File: src/hdl/xmem_pkg.sv
package xmem_pkg;

   // ----------------------------------------
   // widths and reset values
   // ----------------------------------------
   localparam int          DATA_W_DEF = 8;
   localparam int          ADDR_W_DEF = 8;
   localparam logic [7:0]  ACC_RST    = 8'h00;
   localparam logic        ZERO_RST   = 1'b0;
   localparam logic        CARRY_RST  = 1'b0;
   // memory read data is valid this many cycles after the read strobe
   localparam int          RD_LAT     = 1;

   // ----------------------------------------
   // operation codes
   // ----------------------------------------
   typedef enum logic [3:0] {
      mem_increment_op            = 4'h0,
      mem_increment_to_acc_op     = 4'h1,
      extended_move_to_acc_op     = 4'h2,
      extended_move_to_mem_op     = 4'h3,
      or_into_acc_op              = 4'h4,
      or_into_mem_op              = 4'h5,
      rotate_left_op              = 4'h6,
      rotate_left_to_acc_op       = 4'h7,
      rotate_left_carry_op        = 4'h8,
      rotate_left_carry_to_acc_op = 4'h9
   } op_t;

   localparam logic [3:0]  OP_LAST    = 4'h9;

   // ----------------------------------------
   // sequencer states, gray along idle-read-exec
   // ----------------------------------------
   typedef enum logic [1:0] {
      st_idle = 2'b00,
      st_read = 2'b01,
      st_exec = 2'b11
   } state_t;

endpackage

File: src/hdl/extended_memory_op_datapath.sv
`timescale 1ns/10ps
// Functional notes
// - increment byte, write back, zero only
// - byte plus one to accumulator, zero only
// - byte copied to accumulator, flags kept
// - accumulator written to byte, flags kept
// - accumulator or byte into accumulator, zero
// - accumulator or byte into byte, zero
// - rotate byte left circularly, flags kept
// - circular left rotate into accumulator, flags kept
// - rotate byte left through carry, write back
// - carry rotate into accumulator, byte kept
module extended_memory_op_datapath
   import xmem_pkg::*;
#(
   parameter int DATA_W = DATA_W_DEF,
   parameter int ADDR_W = ADDR_W_DEF
)
(
   // clock and reset
   input  wire logic              i_mclk,
   input  wire logic              i_rstn,
   // decoder request
   input  wire logic              i_op_valid,
   input  wire logic [3:0]        i_op_code,
   input  wire logic [ADDR_W-1:0] i_op_addr,
   // core side accumulator and flag loads
   input  wire logic              i_acc_wr,
   input  wire logic [DATA_W-1:0] i_acc_wdata,
   input  wire logic              i_flag_wr,
   input  wire logic              i_zero_wdata,
   input  wire logic              i_carry_wdata,
   // data memory
   input  wire logic [DATA_W-1:0] i_mem_rdata,
   output logic       [ADDR_W-1:0] o_mem_addr,
   output logic                    o_mem_rd,
   output logic                    o_mem_we,
   output logic       [DATA_W-1:0] o_mem_wdata,
   // status
   output logic       [DATA_W-1:0] o_accumulator,
   output logic                    o_zero_flag,
   output logic                    o_carry_flag,
   output logic                    o_busy,
   output logic                    o_done
);

   // rotate checks index bits 7 and 6:0, so they assume a byte wide datapath
   if (DATA_W != 8 || ADDR_W < 1)
   begin : g_bad_param
      $error("extended_memory_op_datapath: DATA_W must be 8, ADDR_W at least 1");
   end

   // ----------------------------------------
   // state
   // ----------------------------------------
   state_t              st_q, st_d;
   op_t                 op_q;
   logic [ADDR_W-1:0]   addr_q;
   logic [DATA_W-1:0]   acc_q;
   logic                zero_q, carry_q;
   logic                rd_q, we_q, done_q, busy_q;
   logic [DATA_W-1:0]   wdata_q;

   logic [DATA_W-1:0]   alu_res;
   logic                alu_to_mem, alu_to_acc, alu_upd_z, alu_upd_c, alu_c;

   // ----------------------------------------
   // decode
   // ----------------------------------------
   // unknown codes are dropped rather than guessed at
   wire logic start_w   = (st_q == st_idle) && i_op_valid && (i_op_code <= OP_LAST);
   wire logic skip_rd_w = (op_t'(i_op_code) == extended_move_to_mem_op);
   wire logic exec_w    = (st_q == st_exec);
   // core loads only land while idle so they never race a result
   wire logic core_ok_w = (st_q == st_idle) && !start_w;
   // acc-to-mem moves read nothing back for the write path
   wire logic [DATA_W-1:0] mem_w = exec_w ? i_mem_rdata : '0;

   xmem_alu #(
      .DATA_W (DATA_W)
   ) u_alu (
      .i_op        (op_q),
      .i_mem       (mem_w),
      .i_acc       (acc_q),
      .i_carry     (carry_q),
      .o_res       (alu_res),
      .o_to_mem    (alu_to_mem),
      .o_to_acc    (alu_to_acc),
      .o_upd_zero  (alu_upd_z),
      .o_upd_carry (alu_upd_c),
      .o_carry     (alu_c)
   );

   always_comb
   begin
      st_d = st_q;
      case (st_q)
         st_idle: if (start_w) st_d = skip_rd_w ? st_exec : st_read;
         st_read: st_d = st_exec;
         st_exec: st_d = st_idle;
         default: st_d = st_idle;
      endcase
   end

   // ----------------------------------------
   // sequencer and request capture
   // ----------------------------------------
   always_ff @(posedge i_mclk or negedge i_rstn)
   begin
      if (!i_rstn)
      begin
         st_q   <= st_idle;
         op_q   <= mem_increment_op;
         addr_q <= '0;
         rd_q   <= 1'b0;
         busy_q <= 1'b0;
      end
      else
      begin
         st_q <= st_d;
         rd_q <= start_w && !skip_rd_w;
         // busy from the next state so the pin is a flop, same timing as the state
         busy_q <= (st_d != st_idle);
         if (start_w)
         begin
            op_q   <= op_t'(i_op_code);
            addr_q <= i_op_addr;
         end
      end
   end

   // ----------------------------------------
   // results
   // ----------------------------------------
   always_ff @(posedge i_mclk or negedge i_rstn)
   begin
      if (!i_rstn)
      begin
         acc_q   <= ACC_RST;
         zero_q  <= ZERO_RST;
         carry_q <= CARRY_RST;
         we_q    <= 1'b0;
         wdata_q <= '0;
         done_q  <= 1'b0;
      end
      else
      begin
         we_q   <= exec_w && alu_to_mem;
         done_q <= exec_w;
         if (exec_w && alu_to_mem)
            wdata_q <= alu_res;
         if (exec_w && alu_to_acc)
            acc_q <= alu_res;
         else if (core_ok_w && i_acc_wr)
            acc_q <= i_acc_wdata;
         if (exec_w && alu_upd_z)
            zero_q <= (alu_res == '0);
         else if (core_ok_w && i_flag_wr)
            zero_q <= i_zero_wdata;
         if (exec_w && alu_upd_c)
            carry_q <= alu_c;
         else if (core_ok_w && i_flag_wr)
            carry_q <= i_carry_wdata;
      end
   end

   assign o_mem_addr    = addr_q;
   assign o_mem_rd      = rd_q;
   assign o_mem_we      = we_q;
   assign o_mem_wdata   = wdata_q;
   assign o_accumulator = acc_q;
   assign o_zero_flag   = zero_q;
   assign o_carry_flag  = carry_q;
   assign o_busy        = busy_q;
   assign o_done        = done_q;
endmodule // extended_memory_op_datapath

File: src/hdl/xmem_alu.sv
`timescale 1ns/10ps
module xmem_alu
   import xmem_pkg::*;
#(
   parameter int DATA_W = DATA_W_DEF
)
(
   // operands
   input  wire op_t               i_op,
   input  wire logic [DATA_W-1:0] i_mem,
   input  wire logic [DATA_W-1:0] i_acc,
   input  wire logic              i_carry,
   // results
   output logic       [DATA_W-1:0] o_res,
   output logic                    o_to_mem,
   output logic                    o_to_acc,
   output logic                    o_upd_zero,
   output logic                    o_upd_carry,
   output logic                    o_carry
);

   // rotates need at least two bits to move
   if (DATA_W < 2)
   begin : g_bad_width
      $error("xmem_alu: DATA_W must be at least 2");
   end

   // ----------------------------------------
   // operand paths
   // ----------------------------------------
   wire logic [DATA_W-1:0] inc_w = DATA_W'(i_mem + 1'b1);
   wire logic [DATA_W-1:0] or_w  = i_acc | i_mem;
   wire logic [DATA_W-1:0] rl_w  = {i_mem[DATA_W-2:0], i_mem[DATA_W-1]};
   wire logic [DATA_W-1:0] rlc_w = {i_mem[DATA_W-2:0], i_carry};

   always_comb
   begin
      o_res       = i_mem;
      o_to_mem    = 1'b0;
      o_to_acc    = 1'b0;
      o_upd_zero  = 1'b0;
      o_upd_carry = 1'b0;
      o_carry     = i_carry;
      case (i_op)
         mem_increment_op:
         begin
            o_res      = inc_w;
            o_to_mem   = 1'b1;
            o_upd_zero = 1'b1;
         end
         mem_increment_to_acc_op:
         begin
            o_res      = inc_w;
            o_to_acc   = 1'b1;
            o_upd_zero = 1'b1;
         end
         extended_move_to_acc_op:
         begin
            o_to_acc = 1'b1;
         end
         extended_move_to_mem_op:
         begin
            o_res    = i_acc;
            o_to_mem = 1'b1;
         end
         or_into_acc_op:
         begin
            o_res      = or_w;
            o_to_acc   = 1'b1;
            o_upd_zero = 1'b1;
         end
         or_into_mem_op:
         begin
            o_res      = or_w;
            o_to_mem   = 1'b1;
            o_upd_zero = 1'b1;
         end
         rotate_left_op:
         begin
            o_res    = rl_w;
            o_to_mem = 1'b1;
         end
         rotate_left_to_acc_op:
         begin
            o_res    = rl_w;
            o_to_acc = 1'b1;
         end
         rotate_left_carry_op:
         begin
            o_res       = rlc_w;
            o_to_mem    = 1'b1;
            o_upd_carry = 1'b1;
            o_carry     = i_mem[DATA_W-1];
         end
         rotate_left_carry_to_acc_op:
         begin
            o_res       = rlc_w;
            o_to_acc    = 1'b1;
            o_upd_carry = 1'b1;
            o_carry     = i_mem[DATA_W-1];
         end
         default:
         begin
            o_res = i_mem;
         end
      endcase
   end

endmodule // xmem_alu

File: config.mk
export PLATFORM = sky130hd
export DESIGN_NAME = extended_memory_op_datapath
export DESIGN_NICKNAME = d
export VERILOG_FILES = /design/src/hdl/xmem_pkg.sv /design/src/hdl/extended_memory_op_datapath.sv /design/src/hdl/xmem_alu.sv
export SDC_FILE = /design/constraint.sdc
export NUM_CORES = 1
export LEC_CHECK = 0
export BUFFER_PORTS_ARGS = -buffer_cell sky130_fd_sc_hd__buf_2
export CAP_MARGIN = 20
export CORE_MARGIN = 3
export CORE_UTILIZATION = 50
export CTS_CLUSTER_SIZE = 24
export DETAILED_ROUTE_END_ITERATION = 12
export PLACE_DENSITY = 0.9
export SLEW_MARGIN = 20
export SYNTH_ARGS = -nofsm -noshare
export SYNTH_HDL_FRONTEND = slang
export SYNTH_SLANG_ARGS = --single-unit
File: constraint.sdc
create_clock -name i_mclk -period 2.6 [get_ports i_mclk]
set_input_delay 0.78 -clock i_mclk [delete_from_list [all_inputs] [get_ports i_mclk]]
set_output_delay 0.78 -clock i_mclk [all_outputs]
set_load 0.05 [all_outputs]
# == Word-level counts from Yosys, hierarchy flattened ==
# Cells that the tools add are included.
# op_classes
add_sub_neg,1
order_cmp,1
eq_ne,13
n_mux,16
bitwise_logic,1
reduce_logical,27
# op_table
operator,count
case mux 8 bit (5 select lines),1
2-to-1 mux 8 bit,3
"equality test 4 x 3 -> 1 bit, second input constant",4
"equality test 4 x 2 -> 1 bit, second input constant",3
logical AND 1 bit,10
OR reduction 5 bit,2
2-to-1 mux 1 bit,9
"adder 8 x 1 -> 8 bit, second input constant",1
"equality test 4 bit, second input constant",2
zero test 8 bit,1
OR 8 bit,1
nonzero test 2 bit,4
OR reduction 2 bit,4
"equality test 4 x 1 -> 1 bit, second input constant",1
"<= comparator 4 bit, second input constant",1
zero test 4 bit,1
2-to-1 mux 2 bit,2
case mux 2 bit (2 select lines),1
OR reduction 4 bit,1
"equality test 2 x 1 -> 1 bit, second input constant",1
"equality test 2 bit, second input constant",1
zero test 1 bit,2
zero test 2 bit,1
"!= test 2 bit, second input constant",1
AND reduction 2 bit,1
# totals
register_bits,36
inputBits,35
out_inout_bits,30

# == Depth between registers and ports, before layout ==
# depth
ltp_word,8
ltp_mapped,12
ltp_nobuf,11

# == Cells and area by module ==
# A second synthesis with hierarchy kept.
# hier_totals
hier_cells,230
area_unflattened_um2,2248.4
# modules_own_cells
module,n_inst,cells_per_inst,area_each_um2,seq_area_each_um2
extended_memory_op_datapath,1,127,1586.5,900.9
xmem_alu,1,103,661.9,0.0

# == Worst setup path after synthesis ==
# No wires, ideal clock.
# synth_path
path_type,in2reg
start,in i_mem_rdata[1]
end,reg zero_q (netlist: o_zero_flag)
setup_time_ps,104
arrival_ps,2076
setup_slack_ps,421
stages,8
n_path_buf,0
cell_sequence,and3_1 > ha_1 > nand3_1 > xor2_1 > o22ai_1 > a22oi_1 > nand3_1 > o41ai_2
# synth_via
elab_chain_cells,5
# synth_lines
item,line_no,source
start: declaration,extended_memory_op_datapath.sv:34,"input wire logic [DATA_W-1:0] i_mem_rdata,"
2-to-1 mux 8 bit (*),extended_memory_op_datapath.sv:77,wire logic [DATA_W-1:0] mem_w = exec_w ? i_mem_rdata : '0;
adder 8 x 1 -> 8 bit / OR 8 bit (equally long branches),"xmem_alu.sv:31, xmem_alu.sv:32",
case mux 8 bit (5 select lines) (*),xmem_alu.sv:44,case (i_op)
zero test 8 bit (*),extended_memory_op_datapath.sv:157,zero_q <= (alu_res == '0);
2-to-1 mux 1 bit (*),extended_memory_op_datapath.sv:156,if (exec_w && alu_upd_z)
end signal: assignment,extended_memory_op_datapath.sv:157,
end signal: assignment,extended_memory_op_datapath.sv:159,zero_q <= i_zero_wdata;
end: declaration,extended_memory_op_datapath.sv:60,"logic zero_q, carry_q;"
# Every way passes the cells marked *; elsewhere a longest branch is shown, timed or not.
# A chain may end at the register's enable or synchronous reset.

# == Worst setup path after layout ==
# layout_path
start,reg op_q[1]
end,reg zero_q (netlist: o_zero_flag)
# layout_via
elab_chain_cells,5
# layout_lines
item,line_no,source
start: declaration,extended_memory_op_datapath.sv:57,op_t op_q;
start signal: assignment,extended_memory_op_datapath.sv:113,op_q <= mem_increment_op;
start signal: assignment,extended_memory_op_datapath.sv:126,op_q <= op_t'(i_op_code);
"equality test 4 bit, or another cell as far along",xmem_alu.sv:44,
OR reduction 2 bit (no line) / OR reduction 4 bit (equally long branches),-,
case mux 8 bit (5 select lines) / 2-to-1 mux 1 bit (equally long branches),xmem_alu.sv:44,
zero test 8 bit / logical AND 1 bit (equally long branches),"extended_memory_op_datapath.sv:157, extended_memory_op_datapath.sv:156",
2-to-1 mux 1 bit / nonzero test 2 bit (equally long branches),-,
# Several ways; a longest one is shown, not always the timed one.

==> run_results.csv <==
group,metric,value,unit
synth,syn_nets,239,
synth,synth_edf_count,0,
synth,synthArstFlopShare,1.000,
clock_tree,clock_path_buffers,2,
drt,drt_pass1_iterations,4,
floorplanning,die_w,69.83,um
power,peakVddDrop,0.0008489,V
sta,fin_skew,0.007318,ns
floorplanning,coreArea,3799,um2
setup_path,worstPathCellList,"and3b_1 -> a32oi_1 -> o21ai_0 -> a221oi_1 -> nand4_1 -> o41ai_2",
drt,routed_wl,5.276,mm
setup_path,cpLargestDelayFamily,"compound AO/OA/AOI/OAI gates",
sta,setup_slack,0.2646,ns
drt,dr.first_iter.drc_count,167,
grt,antenna_found_initial,0,
sta,finalSetupTns,0,ns
sta,post-route-period-util,0.8982,
power,switching_power,1.986,mW
min_path,worstHoldStart,"o_mem_addr[7]",
power,total_power,3.818,mW
place,numPortBuffers,64,
synth,yosysWarningCount,0,
synth,avgSynthCellArea,10.03,um2
drt,drc,0,
sta,holdWs,0.5021,ns
min_path,whs_endpoint,"o_mem_addr[7]",
min_path,min_path_type,"reg2reg",
grt,grt_pass1_wl,8.845,mm
setup_path,slowest_delay,0.58,ns
layout,n_antenna_cell,0,
floorplanning,io_pins,65,
clock_tree,cts_root_buffer,"clkbuf_8",
drt,viasPerCell,5.981,
clock_tree,cts.hold.buffers_added,0,
synth,synth_top_area_cell,"dfrtp_1",
clock_tree,cts-buffers-inserted,5,
clock_tree,post_cts_resized,0,
drt,antenna_left,0,
min_path,hold_path_depth,1,
synth,ys_types,53,
drt,post_drt_wl_per_cell,16.64,um
sta,setup_violations,0,
floorplanning,die_y,69.83,um
layout,nNetsFinal,304,
place,preCtsSetupSlack,0.06995,ns
clock_tree,clk_pin_slew,0.07,ns
setup_path,r2r-start,"op_q[1]",
sta,drv_slew,0,
setup_path,cp_max_fo,18,
power,clkPwrFrac,0.126,
power,p_per_area,1531,nW/um2
sta,worst_pin_slew,0.7789,ns
layout,final_cells,317,
clock_tree,insertion_delay,0.29,ns
layout,mostFrequentLayoutCells,"64 x buf_2, 36 x dfrtp_1, 20 x nor2_1",
sta,final_hold_viol_count,0,
sta,maxSlewHeadroom,0.4807,
status,status,"completed",
setup_path,crit_cells,6,
synth,ys_top_cells_by_area,"dfrtp_1 44%, mux2_2 9.4%, nor2_1 3.7%",
setup_path,r2r_slack,0.26,ns
grt,grt_pass1_vias,1827,
layout,drive_above_1_share,0.3755,
setup_path,cp_data_arrival_time,2.52,ns
clock_tree,tritoncts,"done",
synth,synth_ff_type,"dfrtp_1",
drt,vias,1896,
setup_path,critical_path_required,2.79,ns
sta,rsz0062_at_grt,"false",
floorplanning,initial_core_util,0.5362,
setup_path,crit_path_start_kind,"flop",
power,p_seq_frac,0.287,
setup_path,reg2reg_depth,6,
power,p_int,1.832,mW
setup_path,setup.worst_path.start,"op_q[1]",
power,pwr-share-comb,0.586,
flow_run,maxCapViolations,0,
floorplanning,fp-row-count,22,
clock_tree,cts.sinks,36,
setup_path,r2r-end,"o_zero_flag",
synth,synth_area,2037,um2
synth,ys_seq_elements,36,
layout,area_delta_synth_final,22.42,%
synth,ys_seq_area_frac,0.4423,
clock_tree,htreeDepth,2,
synth,synth_cells,203,
layout,final_common_cell,"buf_2",
place,place_hpwl,3.996,mm
setup_path,crit_buf_inv,0,
place,gp_congestion,0.9847,
setup_path,end_kind,"flop",
grt,grt_max_degree,37,
clock_tree,cts_setup_buffers,0,
floorplanning,die_area,4876,um2
grt,grt_overflow,0,
sta,fmax,428.2,MHz
power,p_sw_frac,0.5202,
grt,grt_usage,0.2219,
sta,period_minus_slack,2.335,ns
setup_path,path_class,"reg2reg",
synth,synth_top_area_frac,0.4423,
place,placedCellCount,309,
power,cellLeakagePower,1.177,nW
setup_path,cp_slowest_cell,"dfrtp_1",
-- through the flow --
stage / cell area, um2 / utilization
3_3_place_gp: 2386 / 0.6281
4_1_cts: 2494 / 0.6565
6_report: 2494 / 0.6565
3_5_place_dp: 2386 / 0.6281
5_1_grt: 2494 / 0.6565
2_1_floorplan: 2037 / -
-- worst register-to-register path: cells and delay by family (launching register included) --
kind               cells  cell delay (ns)
DFF                    1             0.58
AOI/OAI and AO/OA      4             1.11
and+or+nand+nor        2             0.55
-- power by group through the flow --
stage          combinational [mW]  sequential (mW)  clock, mW
2_1_floorplan                1.09             1.72          0
3_3_place_gp                 2.20             1.09          0
6_report                     2.24             1.10      0.482
3_5_place_dp                 2.23             1.09          0
5_1_grt                      2.39             1.15      0.510
4_1_cts                      2.23             1.09      0.490
-- cell families (layout without fill, tap and decap cells) --
group / after synthesis / count (layout) / share of synthesized area
buffers and inverters: 18 / 84 / 0.04852
muxes: 18 / 18 / 0.09889
and+or+nand+nor: 65 / 65 / 0.1523
adders and majority gates: 1 / 1 / 0.006142
DFF: 36 / 36 / 0.4423
xor gates and xnor gates: 3 / 3 / 0.01290
AOI/OAI and AO/OA: 62 / 62 / 0.2390
-- state kept, by name, summed over array words and instances, names as in the netlist --
signal / count
o_zero_flag: 1
o_mem_rd: 1
o_carry_flag: 1
o_busy: 1
o_mem_addr: 8
op_q: 4
o_mem_we: 1
st_q: 2
o_done: 1
o_mem_wdata: 8
o_accumulator: 8
-- how the worst max path moves through the flow --
stage / end / slack (ns)
floorplan: o_zero_flag / 0.42
global route: o_zero_flag / 0.06
CTS: o_zero_flag / 0.30
finish: o_zero_flag / 0.26
global placement: o_zero_flag / 0.17
detailed placement: o_zero_flag / 0.07
-- cell type report --
cell class	instances	area (um2)
clock buffers	6	72.57
clock inverters	2	35.03
fillers	309	1305
inverters	6	22.52
multi-input cells	149	1037
flip-flops and latches	36	900.9
well taps	48	60.06
repair buffers	70	365.4
-- cell usage after synthesis (all sizes together), types with 2 or more instances --
| master | instances |
|---|---|
| dfrtp | 36 |
| o31ai | 3 |
| a22o | 2 |
| o21ai | 4 |
| clkbuf | 2 |
| mux2 | 17 |
| nor3 | 6 |
| a221oi | 9 |
| a21boi | 2 |
| buf | 10 |
| o22ai | 2 |
| nor2 | 21 |
| nand2b | 2 |
| and3 | 3 |
| a211oi | 5 |
| nand3 | 5 |
| a22oi | 4 |
| nand2 | 15 |
| o22a | 2 |
| nor2b | 5 |
| nand4 | 2 |
| a21oi | 14 |
| a221o | 3 |
| xor2 | 2 |
| inv | 6 |
-- metal layers --
| layer | vias up | routed length, um | GRT usage |
|---|---|---|---|
| met3 | 6 | 413 | 0.04493 |
| met2 | 79 | 2494 | 0.3442 |
| li1 | 889 | - | - |
| met4 | 0 | 51 | 0.05532 |
| met5 | - | 0 | 0 |
| met1 | 922 | 2315 | 0.3174 |
No activity file was read; power rests on OpenSTA's default activity.
